$ cat config.mk
export PLATFORM = sky130hd
export DESIGN_NAME = aurt_timer
export DESIGN_NICKNAME = d
export VERILOG_FILES = /design/src/verilog/aurt_pkg.sv /design/src/verilog/aurt_timer.sv /design/src/verilog/aurt_tick_gen.sv /design/src/verilog/aurt_compare.sv
export SDC_FILE = /design/constraint.sdc
export NUM_CORES = 1
export LEC_CHECK = 0
export ABC_AREA = 1
export ABC_CLOCK_PERIOD_IN_PS = 3000
export BUFFER_PORTS_ARGS = -buffer_cell sky130_fd_sc_hd__buf_2
export CORE_MARGIN = 3
export CORE_UTILIZATION = 40
export DETAILED_ROUTE_END_ITERATION = 6
export PLACE_DENSITY = 0.6
export SYNTH_ARGS = -nofsm -noshare
export SYNTH_HDL_FRONTEND = slang
export SYNTH_SLANG_ARGS = --single-unit
$ cat constraint.sdc
create_clock -name clk_sys -period 3 [get_ports clk_sys]
set_clock_uncertainty 0.15 [all_clocks]
set_input_delay 0.15 -clock clk_sys [delete_from_list [all_inputs] [get_ports clk_sys]]
set_output_delay 0.15 -clock clk_sys [all_outputs]
set_load 0.05 [all_outputs]
$ cat src/verilog/aurt_pkg.sv
/*
  Shared constants and types of the 12-bit autoreload timer with one
  PWM channel: register indices, field positions, clock select codes,
  counter limits and the structs passed between the timer modules.
  Assumes nothing beyond a SystemVerilog compiler.
*/
`default_nettype none

package aurt_pkg;

  // ********************************************************************
  // Widths
  // ********************************************************************
  localparam int unsigned CNT_W  = 12;
  localparam int unsigned REG_W  = 8;
  localparam int unsigned ADDR_W = 8;
  localparam int unsigned DATA_W = 32;
  localparam int unsigned IDX_W  = 6;
  localparam int unsigned PRE_W  = 5;

  // ********************************************************************
  // Register indices, byte address is index times four
  // ********************************************************************
  localparam logic [IDX_W-1:0] IDX_TIMER_CTRL_STATUS  = 6'h0D;
  localparam logic [IDX_W-1:0] IDX_COUNTER_HIGH       = 6'h0E;
  localparam logic [IDX_W-1:0] IDX_COUNTER_LOW        = 6'h0F;
  localparam logic [IDX_W-1:0] IDX_RELOAD_HIGH        = 6'h10;
  localparam logic [IDX_W-1:0] IDX_RELOAD_LOW         = 6'h11;
  localparam logic [IDX_W-1:0] IDX_OUTPUT_CONTROL     = 6'h12;
  localparam logic [IDX_W-1:0] IDX_CHANNEL_CTRL_STAT  = 6'h13;
  localparam logic [IDX_W-1:0] IDX_DUTY_HIGH          = 6'h17;
  localparam logic [IDX_W-1:0] IDX_DUTY_LOW           = 6'h18;

  // ********************************************************************
  // Field positions and reset values
  // ********************************************************************
  localparam int unsigned TCS_COMPARE_IRQ_ENABLE_BIT = 0;
  localparam int unsigned TCS_OVERFLOW_IRQ_ENABLE_BIT = 1;
  localparam int unsigned TCS_OVF_BIT   = 2;
  localparam int unsigned TCS_CK_LO_BIT = 3;
  localparam int unsigned TCS_CK_HI_BIT = 4;
  localparam int unsigned OCR_OE_BIT    = 0;
  localparam int unsigned CCS_CMPF_BIT  = 0;
  localparam int unsigned CCS_INV_BIT   = 1;
  localparam int unsigned HIGH_NIB_W    = 4;
  localparam logic [CNT_W-1:0] CNT_RESET = 12'h000;
  localparam logic [CNT_W-1:0] CNT_MAX   = 12'hFFF;
  localparam logic [CNT_W-1:0] DUTY_NONE = 12'h000;
  localparam logic [REG_W-1:0] REG_ZERO  = 8'h00;

  // ********************************************************************
  // Counter clock select codes and slow-mode prescaler
  // ********************************************************************
  localparam logic [1:0] CLK_OFF      = 2'h0;
  localparam logic [1:0] CLK_TIMEBASE = 2'h1;
  localparam logic [1:0] CLK_CPU      = 2'h2;
  localparam logic [1:0] CLK_RESERVED = 2'h3;
  localparam logic [PRE_W-1:0] PRE_RESET = 5'h00;
  localparam logic [PRE_W-1:0] PRE_LAST  = 5'h1F;

  // ********************************************************************
  // Types
  // ********************************************************************
  typedef enum logic {BUS_IDLE, BUS_ACK} aurt_bus_e;

  typedef struct packed {
    logic slow;
    logic activeHalt;
    logic halt;
  } aurt_power_s;

  typedef struct packed {
    logic             pwmOutEnable;
    logic             pwmInvert;
    logic             dutyLock;
    logic [CNT_W-1:0] dutyValue;
  } aurt_chan_s;

endpackage

`default_nettype wire

$ cat src/verilog/aurt_timer.sv
/*
  Top of the 12-bit autoreload timer with one PWM channel: Avalon-MM
  register slave, upcounter with autoreload, flags and interrupt lines.
  Assumes one clock clk_sys, a timebase tick and power mode driven by
  logic on that clock, and a pad that resolves pin, enable and GPIO.
*/
// Operation
// - Period is 4096 minus reload counter clock ticks.
// - After reset the counter starts from zero.
// - Overflow loads reload, transfers duty to shadow, drives output high.
// - Counter equal to active duty drives output low until next overflow.
// - Output enable set makes the pin a push-pull waveform output.
// - Invert bit set inverts the waveform before the pin.
// - Duty high write suspends compare until duty low write.
// - Output compare mode uses a written duty value at once.
// - Compare match sets compare flag; interrupt if its enable set.
// - Duty value zero gives no compare events.
// - Each overflow copies duty to shadow; PWM mode compares shadow.
// - Output compare mode compares direct duty, no waveform.
// - Clock select bits 4:3: off, timebase, CPU, reserved; reset clears.
// - Overflow flag set on wrap from FFFh, cleared by status read.
// - Overflow flag stays high one counter clock cycle.
// - Slow mode divides counter input by 32; wait has no effect.
// - Active-halt stops unless timebase clock and overflow enable.
// - Separate overflow and compare interrupts, each with reset-cleared enable.
// - Reload is a 12-bit value in high and low registers.
// - Reading channel status clears the compare flag.
// - Output enable is bit 0; clear releases the pin.
// - Invert bit is bit 1 of channel status, cleared by reset.
`timescale 1ns/1ps
`default_nettype none

module aurt_timer
(
  // Clock and reset
  input  wire logic                        clk_sys,
  input  wire logic                        rst_b,
  // Avalon-MM slave
  input  wire logic [aurt_pkg::ADDR_W-1:0] avs_address,
  input  wire logic                        avs_read,
  input  wire logic                        avs_write,
  input  wire logic [aurt_pkg::DATA_W-1:0] avs_writedata,
  input  wire logic [3:0]                  avs_byteenable,
  output logic      [aurt_pkg::DATA_W-1:0] avs_readdata,
  output logic                             avs_waitrequest,
  // Timebase and power mode
  input  wire logic                        timebaseClock,
  input  wire aurt_pkg::aurt_power_s       powerMode,
  // PWM pin
  output logic                             pwmOutput,
  output logic                             pwmOutputEn,
  // Interrupt requests
  output logic                             overflowIrq,
  output logic                             compareIrq
);

  // ********************************************************************
  // State
  // ********************************************************************
  typedef struct packed {
    aurt_pkg::aurt_bus_e        bus;
    logic                       waitRequest;
    logic [aurt_pkg::REG_W-1:0] readData;
    logic [1:0]                 counterClockSelect;
    logic                       overflowFlag;
    logic                       overflowIrqEnable;
    logic                       compareIrqEnable;
    logic [aurt_pkg::CNT_W-1:0] counterValue;
    logic [aurt_pkg::CNT_W-1:0] reloadValue;
    logic                       pwmOutEnable;
    logic                       pwmInvert;
    logic                       compareFlag;
    logic [aurt_pkg::CNT_W-1:0] dutyValue;
    logic                       dutyLock;
    logic                       overflowIrq;
    logic                       compareIrq;
  } aurt_top_s;

  aurt_top_s                  st;
  aurt_top_s                  next_st;
  logic                       counterTick;
  logic                       matchPulse;
  logic                       overflowEvent;
  logic [aurt_pkg::CNT_W-1:0] counterNext;
  logic                       access;
  logic                       wrStrobe;
  logic                       rdStrobe;
  logic [aurt_pkg::IDX_W-1:0] index;
  logic [aurt_pkg::REG_W-1:0] wrByte;
  logic [aurt_pkg::REG_W-1:0] readMux;
  aurt_pkg::aurt_chan_s       chan;

  // ********************************************************************
  // Counter clock
  // ********************************************************************
  aurt_tick_gen u_tick
  (
    .clk_sys            (clk_sys),
    .rst_b              (rst_b),
    .counterClockSelect (st.counterClockSelect),
    .overflowIrqEnable  (st.overflowIrqEnable),
    .timebaseClock      (timebaseClock),
    .powerMode          (powerMode),
    .counterTick        (counterTick)
  );

  // ********************************************************************
  // Compare channel
  // ********************************************************************
  assign chan = '{pwmOutEnable: st.pwmOutEnable,
                  pwmInvert:    st.pwmInvert,
                  dutyLock:     st.dutyLock,
                  dutyValue:    st.dutyValue};

  aurt_compare u_cmp
  (
    .clk_sys       (clk_sys),
    .rst_b         (rst_b),
    .counterTick   (counterTick),
    .overflowEvent (overflowEvent),
    .counterNext   (counterNext),
    .chan          (chan),
    .matchPulse    (matchPulse),
    .pwmOutput     (pwmOutput),
    .pwmOutputEn   (pwmOutputEn)
  );

  // ********************************************************************
  // Upcounter
  // ********************************************************************
  always_comb
  begin
    overflowEvent = counterTick &&
                    (st.counterValue == aurt_pkg::CNT_MAX);
    if (!counterTick)
    begin
      counterNext = st.counterValue;
    end
    else if (overflowEvent)
    begin
      counterNext = st.reloadValue;
    end
    else
    begin
      counterNext = st.counterValue + 12'h001;
    end
  end

  // ********************************************************************
  // Register read multiplexer
  // ********************************************************************
  always_comb
  begin
    index = avs_address[aurt_pkg::ADDR_W-1:2];
    readMux = aurt_pkg::REG_ZERO;
    case (index)
      aurt_pkg::IDX_TIMER_CTRL_STATUS:
      begin
        readMux[aurt_pkg::TCS_CK_HI_BIT:aurt_pkg::TCS_CK_LO_BIT] =
          st.counterClockSelect;
        readMux[aurt_pkg::TCS_OVF_BIT]   = st.overflowFlag;
        readMux[aurt_pkg::TCS_OVERFLOW_IRQ_ENABLE_BIT] = st.overflowIrqEnable;
        readMux[aurt_pkg::TCS_COMPARE_IRQ_ENABLE_BIT] = st.compareIrqEnable;
      end
      aurt_pkg::IDX_COUNTER_HIGH:
      begin
        // Upper nibble always zero
        readMux[aurt_pkg::HIGH_NIB_W-1:0] =
          st.counterValue[aurt_pkg::CNT_W-1:aurt_pkg::REG_W];
      end
      aurt_pkg::IDX_COUNTER_LOW:
      begin
        readMux = st.counterValue[aurt_pkg::REG_W-1:0];
      end
      aurt_pkg::IDX_RELOAD_HIGH:
      begin
        readMux[aurt_pkg::HIGH_NIB_W-1:0] =
          st.reloadValue[aurt_pkg::CNT_W-1:aurt_pkg::REG_W];
      end
      aurt_pkg::IDX_RELOAD_LOW:
      begin
        readMux = st.reloadValue[aurt_pkg::REG_W-1:0];
      end
      aurt_pkg::IDX_OUTPUT_CONTROL:
      begin
        readMux[aurt_pkg::OCR_OE_BIT] = st.pwmOutEnable;
      end
      aurt_pkg::IDX_CHANNEL_CTRL_STAT:
      begin
        readMux[aurt_pkg::CCS_INV_BIT]  = st.pwmInvert;
        readMux[aurt_pkg::CCS_CMPF_BIT] = st.compareFlag;
      end
      aurt_pkg::IDX_DUTY_HIGH:
      begin
        readMux[aurt_pkg::HIGH_NIB_W-1:0] =
          st.dutyValue[aurt_pkg::CNT_W-1:aurt_pkg::REG_W];
      end
      aurt_pkg::IDX_DUTY_LOW:
      begin
        readMux = st.dutyValue[aurt_pkg::REG_W-1:0];
      end
      default:
      begin
        readMux = aurt_pkg::REG_ZERO;
      end
    endcase
  end

  // ********************************************************************
  // Bus handshake, register writes, flags
  // ********************************************************************
  always_comb
  begin
    next_st = st;
    // A request completes at the edge where waitrequest is low
    access = (st.bus == aurt_pkg::BUS_ACK);
    wrStrobe = access && avs_write && avs_byteenable[0];
    rdStrobe = access && avs_read;
    wrByte = avs_writedata[aurt_pkg::REG_W-1:0];

    case (st.bus)
      aurt_pkg::BUS_IDLE:
      begin
        if (avs_read || avs_write)
        begin
          next_st.bus = aurt_pkg::BUS_ACK;
          next_st.readData = readMux;
        end
      end
      aurt_pkg::BUS_ACK:
      begin
        next_st.bus = aurt_pkg::BUS_IDLE;
      end
      default:
      begin
        next_st.bus = aurt_pkg::BUS_IDLE;
      end
    endcase
    next_st.waitRequest = (next_st.bus != aurt_pkg::BUS_ACK);

    next_st.counterValue = counterNext;

    if (wrStrobe)
    begin
      case (index)
        aurt_pkg::IDX_TIMER_CTRL_STATUS:
        begin
          next_st.counterClockSelect =
            wrByte[aurt_pkg::TCS_CK_HI_BIT:aurt_pkg::TCS_CK_LO_BIT];
          next_st.overflowIrqEnable = wrByte[aurt_pkg::TCS_OVERFLOW_IRQ_ENABLE_BIT];
          next_st.compareIrqEnable = wrByte[aurt_pkg::TCS_COMPARE_IRQ_ENABLE_BIT];
        end
        aurt_pkg::IDX_RELOAD_HIGH:
        begin
          next_st.reloadValue[aurt_pkg::CNT_W-1:aurt_pkg::REG_W] =
            wrByte[aurt_pkg::HIGH_NIB_W-1:0];
        end
        aurt_pkg::IDX_RELOAD_LOW:
        begin
          next_st.reloadValue[aurt_pkg::REG_W-1:0] = wrByte;
        end
        aurt_pkg::IDX_OUTPUT_CONTROL:
        begin
          next_st.pwmOutEnable = wrByte[aurt_pkg::OCR_OE_BIT];
        end
        aurt_pkg::IDX_CHANNEL_CTRL_STAT:
        begin
          next_st.pwmInvert = wrByte[aurt_pkg::CCS_INV_BIT];
        end
        aurt_pkg::IDX_DUTY_HIGH:
        begin
          next_st.dutyValue[aurt_pkg::CNT_W-1:aurt_pkg::REG_W] =
            wrByte[aurt_pkg::HIGH_NIB_W-1:0];
          next_st.dutyLock = 1'b1;
        end
        aurt_pkg::IDX_DUTY_LOW:
        begin
          next_st.dutyValue[aurt_pkg::REG_W-1:0] = wrByte;
          next_st.dutyLock = 1'b0;
        end
        default:
        begin
          // Counter and unmapped words ignore writes
          next_st.dutyLock = st.dutyLock;
        end
      endcase
    end

    // Flag lives one counter tick; a read also clears; set wins
    if (counterTick ||
        (rdStrobe && index == aurt_pkg::IDX_TIMER_CTRL_STATUS))
    begin
      next_st.overflowFlag = 1'b0;
    end
    if (overflowEvent)
    begin
      next_st.overflowFlag = 1'b1;
    end

    if (rdStrobe && index == aurt_pkg::IDX_CHANNEL_CTRL_STAT)
    begin
      next_st.compareFlag = 1'b0;
    end
    if (matchPulse)
    begin
      next_st.compareFlag = 1'b1;
    end

    // Separate lines, so each keeps its own vector and wake-up
    next_st.overflowIrq = next_st.overflowFlag &&
                          next_st.overflowIrqEnable;
    next_st.compareIrq = next_st.compareFlag &&
                         next_st.compareIrqEnable;
  end

  always_ff @(posedge clk_sys or negedge rst_b)
  begin
    if (!rst_b)
    begin
      st.bus                <= aurt_pkg::BUS_IDLE;
      st.waitRequest        <= 1'b1;
      st.readData           <= aurt_pkg::REG_ZERO;
      st.counterClockSelect <= aurt_pkg::CLK_OFF;
      st.overflowFlag       <= 1'b0;
      st.overflowIrqEnable  <= 1'b0;
      st.compareIrqEnable   <= 1'b0;
      st.counterValue       <= aurt_pkg::CNT_RESET;
      st.reloadValue        <= aurt_pkg::CNT_RESET;
      st.pwmOutEnable       <= 1'b0;
      st.pwmInvert          <= 1'b0;
      st.compareFlag        <= 1'b0;
      st.dutyValue          <= aurt_pkg::DUTY_NONE;
      st.dutyLock           <= 1'b0;
      st.overflowIrq        <= 1'b0;
      st.compareIrq         <= 1'b0;
    end
    else
    begin
      st <= next_st;
    end
  end

  // ********************************************************************
  // Outputs
  // ********************************************************************
  assign avs_readdata    = {{(aurt_pkg::DATA_W-aurt_pkg::REG_W){1'b0}},
                            st.readData};
  assign avs_waitrequest = st.waitRequest;
  assign overflowIrq     = st.overflowIrq;
  assign compareIrq      = st.compareIrq;

endmodule

`default_nettype wire

$ cat src/verilog/aurt_tick_gen.sv
/*
  Counter clock tick generator: picks the counter clock source, divides
  it by 32 in slow mode, stops it in halt, and in active-halt unless timebase clock and overflow enable.
  Assumes the timebase tick and the power mode come from logic on
  clk_sys.
*/
`timescale 1ns/1ps
`default_nettype none

module aurt_tick_gen
(
  // Clock and reset
  input  wire logic               clk_sys,
  input  wire logic               rst_b,
  // Selection
  input  wire logic [1:0]         counterClockSelect,
  input  wire logic               overflowIrqEnable,
  input  wire logic               timebaseClock,
  input  wire aurt_pkg::aurt_power_s powerMode,
  // Tick
  output logic                    counterTick
);

  typedef struct packed {
    logic [aurt_pkg::PRE_W-1:0] prescale;
    logic                       tick;
  } aurt_tick_s;

  aurt_tick_s st;
  aurt_tick_s next_st;
  logic       source;
  logic       running;

  always_comb
  begin
    next_st = st;
    next_st.tick = 1'b0;
    // Off and reserved give no edge at all
    source = (counterClockSelect == aurt_pkg::CLK_TIMEBASE) ? timebaseClock
           : (counterClockSelect == aurt_pkg::CLK_CPU);
    running = !powerMode.halt &&
              (!powerMode.activeHalt ||
               (counterClockSelect == aurt_pkg::CLK_TIMEBASE &&
                overflowIrqEnable));
    if (running && source)
    begin
      if (powerMode.slow)
      begin
        next_st.prescale = st.prescale + 5'h01;
        next_st.tick = (st.prescale == aurt_pkg::PRE_LAST);
      end
      else
      begin
        next_st.tick = 1'b1;
      end
    end
  end

  always_ff @(posedge clk_sys or negedge rst_b)
  begin
    if (!rst_b)
    begin
      st <= '{prescale: aurt_pkg::PRE_RESET, tick: 1'b0};
    end
    else
    begin
      st <= next_st;
    end
  end

  assign counterTick = st.tick;

endmodule

`default_nettype wire

$ cat src/verilog/aurt_compare.sv
/*
  Compare unit of the PWM channel: duty shadow copy, match detection,
  waveform level, polarity and pin drive.
  Assumes the counter tick, overflow pulse and next count arrive in the
  same clk_sys cycle from the timer core.
*/
`timescale 1ns/1ps
`default_nettype none

module aurt_compare
(
  // Clock and reset
  input  wire logic                       clk_sys,
  input  wire logic                       rst_b,
  // Counter side
  input  wire logic                       counterTick,
  input  wire logic                       overflowEvent,
  input  wire logic [aurt_pkg::CNT_W-1:0] counterNext,
  input  wire aurt_pkg::aurt_chan_s       chan,
  // Results
  output logic                            matchPulse,
  output logic                            pwmOutput,
  output logic                            pwmOutputEn
);

  typedef struct packed {
    logic [aurt_pkg::CNT_W-1:0] shadow;
    logic                       level;
    logic                       match;
    logic                       pin;
    logic                       pinEn;
  } aurt_cmp_s;

  aurt_cmp_s                  st;
  aurt_cmp_s                  next_st;
  logic [aurt_pkg::CNT_W-1:0] target;
  logic                       hit;

  always_comb
  begin
    next_st = st;
    if (overflowEvent)
    begin
      // Copied even when only the high byte is new
      next_st.shadow = chan.dutyValue;
      next_st.level = 1'b1;
    end
    target = chan.pwmOutEnable ? next_st.shadow
                               : chan.dutyValue;
    hit = counterTick && !chan.dutyLock &&
          (target != aurt_pkg::DUTY_NONE) &&
          (counterNext == target);
    next_st.match = hit;
    if (hit)
    begin
      next_st.level = 1'b0;
    end
    // Released pin carries nothing in output compare mode
    next_st.pinEn = chan.pwmOutEnable;
    next_st.pin = chan.pwmOutEnable &&
                  (next_st.level ^ chan.pwmInvert);
  end

  always_ff @(posedge clk_sys or negedge rst_b)
  begin
    if (!rst_b)
    begin
      st <= '{shadow: aurt_pkg::CNT_RESET, level: 1'b0, match: 1'b0,
              pin: 1'b0, pinEn: 1'b0};
    end
    else
    begin
      st <= next_st;
    end
  end

  assign matchPulse  = st.match;
  assign pwmOutput   = st.pin;
  assign pwmOutputEn = st.pinEn;

endmodule

`default_nettype wire

==> results_dict.tcl, run 1 <==
set metrics [dict create \
    grt_max_degree 80 \
    drc 0 \
    tightest_slew_ns 1.02 \
    synth_area_um2 4650 \
    route.met2.wl_um 5810 \
    wl_per_cell_um 15.4 \
    grt_overflow_total 0 \
    power_leakage_nw 2.80 \
    fillers 1117 \
    post-place-ws_ns 0.415 \
    clk_latency_ns 0.34 \
    pin_count 89 \
    clk_pin_slew_ns 0.06 \
    grt_pass1_vias 4063 \
    top_layer "met4" \
    power_density_nw_per_um2 636 \
    whs_ns 0.0215 \
    avgSynthCellArea_um2 7.32 \
    antennaDiodeCount 0 \
    area_delta_synth_final_pct 14.1 \
    slew_headroom 0.321 \
    multi_input_area_um2 2160 \
    dr_wl_met3_um 940 \
    cp.required_ns 3.06 \
    wirelength_um 12700 \
    die_x_um 114 \
    clk_path_buf_depth 2 \
    setup_ws_ns 0.387 \
    cts_buffers 9 \
    drive_above_1_share 0.126 \
    antenna_found_initial 0 \
    maxCapViolCount 0 \
    num_rows 38 \
    clock.fmax_mhz 383 \
    drt-met1-wl_um 5640 \
    ff_latch_area_um2 1980 \
    design.core.area_um2 11100 \
    worstPathArrival_ns 2.67 \
    power_mw 3.37 \
    synthFlopType "dfrtp_1" \
    cts_tree "yes" \
    fin_crit_ns 2.61 \
    viasPerCell 5.19 \
    final-hold-violation-count 0 \
    port_buffers 35 \
    place_congestion 0.893 \
    cts_setup_buffers 0 \
    seq_area_frac_synth 0.426 \
    ys_types 40 \
    grt_setup_unrepaired "no" \
    vias 4297 \
    maxSlewViolCount 0 \
    fp.dieH_um 114 \
    ys_warn_count 0 \
    cp_max_fo 9 \
    post-dp-hpwl_um 9510 \
    grt_pass1_wl_um 20600 \
    start_util 0.419 \
    htreeDepth 3 \
    final_cell_mix "215 x nand2_1, 78 x dfrtp_1, 65 x inv_1" \
    dieArea_um2 12900 \
    status "finished clean" \
    vdd_ir_drop_max_mv 0.402 \
    finalCritPeriodShare 0.871 \
    first_iter_violations 358 \
    async_flop_share 1.00 \
    syn_inst 635 \
    critPathKind "flip-flop to flip-flop" \
    cp-start-kind "flip-flop" \
    root_buffer "clkbuf_16" \
    final_util 0.479 \
    worstSetupEndpointType "flip-flop" \
    grt_use_total 0.203 \
    finalSetupViolations 0 \
    clkSinkCount 79 \
    synth-edff-count 0 \
    ys_ff_latch 79 \
    nets 738 \
    ant_nets 0 \
    final_common_cell "nand2_1" \
    hp-class "input pin to flip-flop" \
    finalSetupTns_ns 0 \
    dr.pass1.iters 6 \
]
-- Yosys cell counts (3+ instances only) --
library cell	n	share of area
dfrtp_1	78	0.42
nor3_1	5	0.0054
nand3_1	51	0.055
inv_1	65	0.053
nand4_1	21	0.028
and2_1	3	0.0040
nor2_1	39	0.032
buf_6	3	0.0073
o21ai_0	40	0.043
ha_1	3	0.0081
clkbuf_1	7	0.0057
a21o_1	3	0.0048
buf_2	3	0.0032
mux2_2	3	0.0073
a21oi_1	13	0.014
o22ai_1	6	0.0081
inv_2	5	0.0040
buf_4	34	0.055
or2_2	4	0.0054
a221oi_1	4	0.0075
nand2_1	215	0.17
nand2_2	3	0.0040
-- metrics by stage --
stage / cells / cell area, µm²
2_1_floorplan: 658 / 4730
3_5_place_dp: 801 / 4870
3_3_place_gp: 801 / 4870
6_report: 828 / 5300
4_1_cts: 828 / 5300
5_1_grt: 828 / 5300
-- worst max-delay path, cell delays in order (launching register included) --
cell and delay (ns):
dfrtp_1 0.42, ha_1 0.21, nand2_2 0.08, nor2_4 0.14, nand2_2 0.12, nor2_4 0.27, nand2_1 0.09, nand3_1 0.12
nand2_1 0.07, nand2_1 0.06, nand2_1 0.09, nor3_1 0.21, nand3_1 0.09, nor2_1 0.28, nor2_1 0.08
-- kinds of logic after synthesis --
family	count (synthesis)	synth area share
mux	3	0.00727
compound gates	76	0.0948
flops	79	0.426
buf+inv	118	0.128
fa+ha+maj	3	0.00808
other cells	1	0.000807
simple gates	351	0.327
xor+xnor	4	0.00754
-- path summary, 6_finish.rpt --
kind / startpoint / to / slack, ns / depth (start not counted)
max: st[30] / u_cmp.st[3] / 0.39 / 14
min: avs_read / access / 0.02 / 3
max reg2reg: st[30] / u_cmp.st[3] / 0.39 / 14
min reg2reg: u_cmp.matchPulse / st[15] / 0.30 / 1
max in group asynchronous: rst_b / u_cmp.st[7] / 1.65 / 2
min in group asynchronous: rst_b / avs_readdata[5] / 0.37 / 2
-- routing by layer --
| metal | GRT usage | vias to the layer above |
|---|---|---|
| li1 | - | 2090 |
| met1 | 0.275 | 2017 |
| met2 | 0.324 | 161 |
| met3 | 0.0446 | 29 |
| met4 | 0.0673 | 0 |
| met5 | 0 | - |
-- cell type report --
| type | instances | area share |
|---|---|---|
| inverters | 71 | 0.0503 |
| repair buffers | 61 | 0.0755 |
| clock buffers | 13 | 0.0491 |
| well taps | 140 | 0.0330 |
| flip-flops and latches | 79 | 0.373 |
| clock inverters | 3 | 0.0123 |
| multi-input cells | 461 | 0.407 |
-- what timing repair did --
action	4_1_cts	5_1_grt
hold buffers	11	0
hold endpoints to repair	92	0
resized for setup	0	0
-- flip-flops by register name, indices dropped and copies added (netlist names) --
register	cells
u_tick.counterTick	1
u_tick.st	5
u_cmp.pwmOutputEn	1
avs_readdata	8
compareIrq	1
access	1
overflowIrq	1
avs_waitrequest	1
st	30
u_cmp.st	13
chan	15
u_cmp.matchPulse	1
u_cmp.pwmOutput	1
-- power by group --
| part | internal, mW | leakage, nW | switching (mW) |
|---|---|---|---|
| sequential | 1.19 | 1.02 | 0.130 |
| clock | 0.774 | 0.160 | 0.424 |
| combinational | 0.274 | 1.63 | 0.581 |
| total | 2.24 | 2.80 | 1.14 |
Note: power is estimated with default switching activity, not from simulation.
==> inputs of run 2 (changes only) <==
Settings changed: REMOVE_ABC_BUFFERS set to 1.
==> run 2 against run 1 <==
  * Non-clock buffer count grew 4
  * Die area did not move
  * Cell count rose by 0.48%
  * Power decreased by 2.8%
  * Via count is 0.95% higher
  * Register-to-register slack about the same
  * First-iteration DRC count grew 2.2%
  * Critical endpoint is now u_cmp.matchPulse
  * Largest cell class unchanged
  * Largest power group unchanged
==> results_dict.tcl, run 2 (synthesis gave the netlist of run 1 again) <==
set metrics [dict create \
    hp-class "input pin to flip-flop" \
    maxSlewViolCount 0 \
    vdd_ir_drop_max_mv 0.383 \
    post-place-ws_ns 0.402 \
    multi_input_area_um2 2160 \
    antennaDiodeCount 0 \
    finalSetupViolations 0 \
    ant_nets 0 \
    design.core.area_um2 11100 \
    grt_pass1_wl_um 21000 \
    grt_util_met3 0.0451 \
    antenna_found_initial 0 \
    dieArea_um2 12900 \
    power_density_nw_per_um2 618 \
    post-dp-hpwl_um 9400 \
    ff_latch_area_um2 1980 \
    viasPerCell 5.21 \
    globalRouteMet2Util 0.323 \
    root_buffer "clkbuf_16" \
    wl_per_cell_um 15.5 \
    cts_buffers 9 \
    busiest_layer "met2" \
    slew_headroom 0.328 \
    setup_ws_ns 0.379 \
    drive_above_1_share 0.129 \
    grt_setup_unrepaired "no" \
    cp-endpoint "u_cmp.matchPulse" \
    clkSinkCount 79 \
    place_area_um2 4880 \
    clk_pin_slew_ns 0.06 \
    power_leakage_nw 2.80 \
    die_x_um 114 \
    top_register "st" \
    final_cell_mix "215 x nand2_1, 78 x dfrtp_1, 65 x inv_1" \
    wirelength_um 12900 \
    place_congestion 0.908 \
    cp.required_ns 3.14 \
    cp_max_fo 10 \
    htreeDepth 3 \
    port_buffers 35 \
    cts_setup_buffers 0 \
    cp-start-kind "flip-flop" \
    nets 742 \
    grt_overflow_total 0 \
    critPathKind "flip-flop to flip-flop" \
    dr.pass1.iters 5 \
    placed_cells 803 \
    vias 4338 \
    status "finished clean" \
    r2r_cells 14 \
    worstSetupEndpointType "flip-flop" \
    grt_max_degree 80 \
    maxCapViolCount 0 \
    r2r_setup_slack_ns 0.38 \
    grt_use_total 0.209 \
    instances_no_fill 832 \
    start_util 0.419 \
    final_common_cell "nand2_1" \
    fp.dieH_um 114 \
    stdcell_area_um2 5300 \
    area_delta_synth_final_pct 14.2 \
    fin_crit_ns 2.62 \
    largest_reg_flops 30 \
    startpoint "st[30]" \
    tightest_slew_ns 1.01 \
    pin_count 89 \
    finalSetupTns_ns 0 \
    clk_latency_ns 0.35 \
    drc 0 \
    worstPathArrival_ns 2.76 \
    grtUsageMet1 0.291 \
    fillers 1149 \
    finalCritPeriodShare 0.874 \
    clock.fmax_mhz 382 \
    r2r-start "st[30]" \
    clk_path_buf_depth 2 \
    cts_tree "yes" \
    final-hold-violation-count 0 \
    r2r-end "u_cmp.matchPulse" \
    first_iter_violations 366 \
    num_rows 38 \
    grt_pass1_vias 3991 \
    hp-start "avs_address[4]" \
]
-- run 2: cell types whose count changed in the layout (fill, tap and decap cells not counted) --
cell           delta
clkbuf_8          -2
dlygate4sd3_1     +2
clkinv_4          +1
bufinv_16         -1
clkinvlp_4        +2
buf_4             +2
-- run 2: routing by layer --
metal / part of all wire / up-vias / routed length, µm
li1: - / 2105 / -
met1: 0.45 / 2052 / 5750
met2: 0.46 / 157 / 5930
met3: 0.074 / 24 / 952
met4: 0.022 / 0 / 289
met5: 0 / - / 0
-- run 2: worst min path at each step --
stage | end | cells after the start
CTS | chan[14] | 4
floorplan | access | 0
finish | chan[14] | 4
global route | chan[14] | 4
detailed placement | u_tick.counterTick | 2
global placement | u_tick.counterTick | 2
-- run 2: worst max-delay path: stages (launching register included) --
cell,delay [ns]
dfrtp_1,0.45
ha_1,0.22
nand2_2,0.09
nor2_4,0.16
nand2_2,0.13
nor2_4,0.26
nand2_1,0.10
nand2_1,0.07
nand2_1,0.07
nand3_1,0.08
nand2_1,0.09
nor3_1,0.19
nand4_1,0.11
nor2_1,0.21
buf_4,0.17
-- run 2: stage by stage --
step / hold slack (ns) / utilization / total power, mW
6_report: 0.0552 / 0.479 / 3.28
5_1_grt: 0.0886 / 0.479 / 3.47
4_1_cts: 0.0646 / 0.479 / 3.30
3_5_place_dp: 0.207 / 0.441 / 2.18
3_3_place_gp: 0.190 / 0.441 / 2.16
2_1_floorplan: -0.296 / - / 1.92
-- run 2: layout make-up --
cell class,instances,share of cell area
multi-input combinational,461,0.407
clock inverter,5,0.0111
inverter,71,0.0502
timing repair buffer,65,0.0821
tap,140,0.0330
clock buffer,11,0.0439
sequential,79,0.373
-- run 2: repair_timing --
action | in CTS | in global routing
endpoints found under the hold margin | 93 | 0
endpoints found under the setup margin | 0 | 0
hold buffers | 13 | 0
resized for setup | 0 | 0
-- run 2: power breakdown --
group	total (mW)	switching, mW	internal (mW)	leakage, nW
logic	0.865	0.590	0.275	1.65
registers	1.32	0.132	1.19	1.02
clock network	1.09	0.447	0.644	0.136
total	3.28	1.17	2.11	2.80
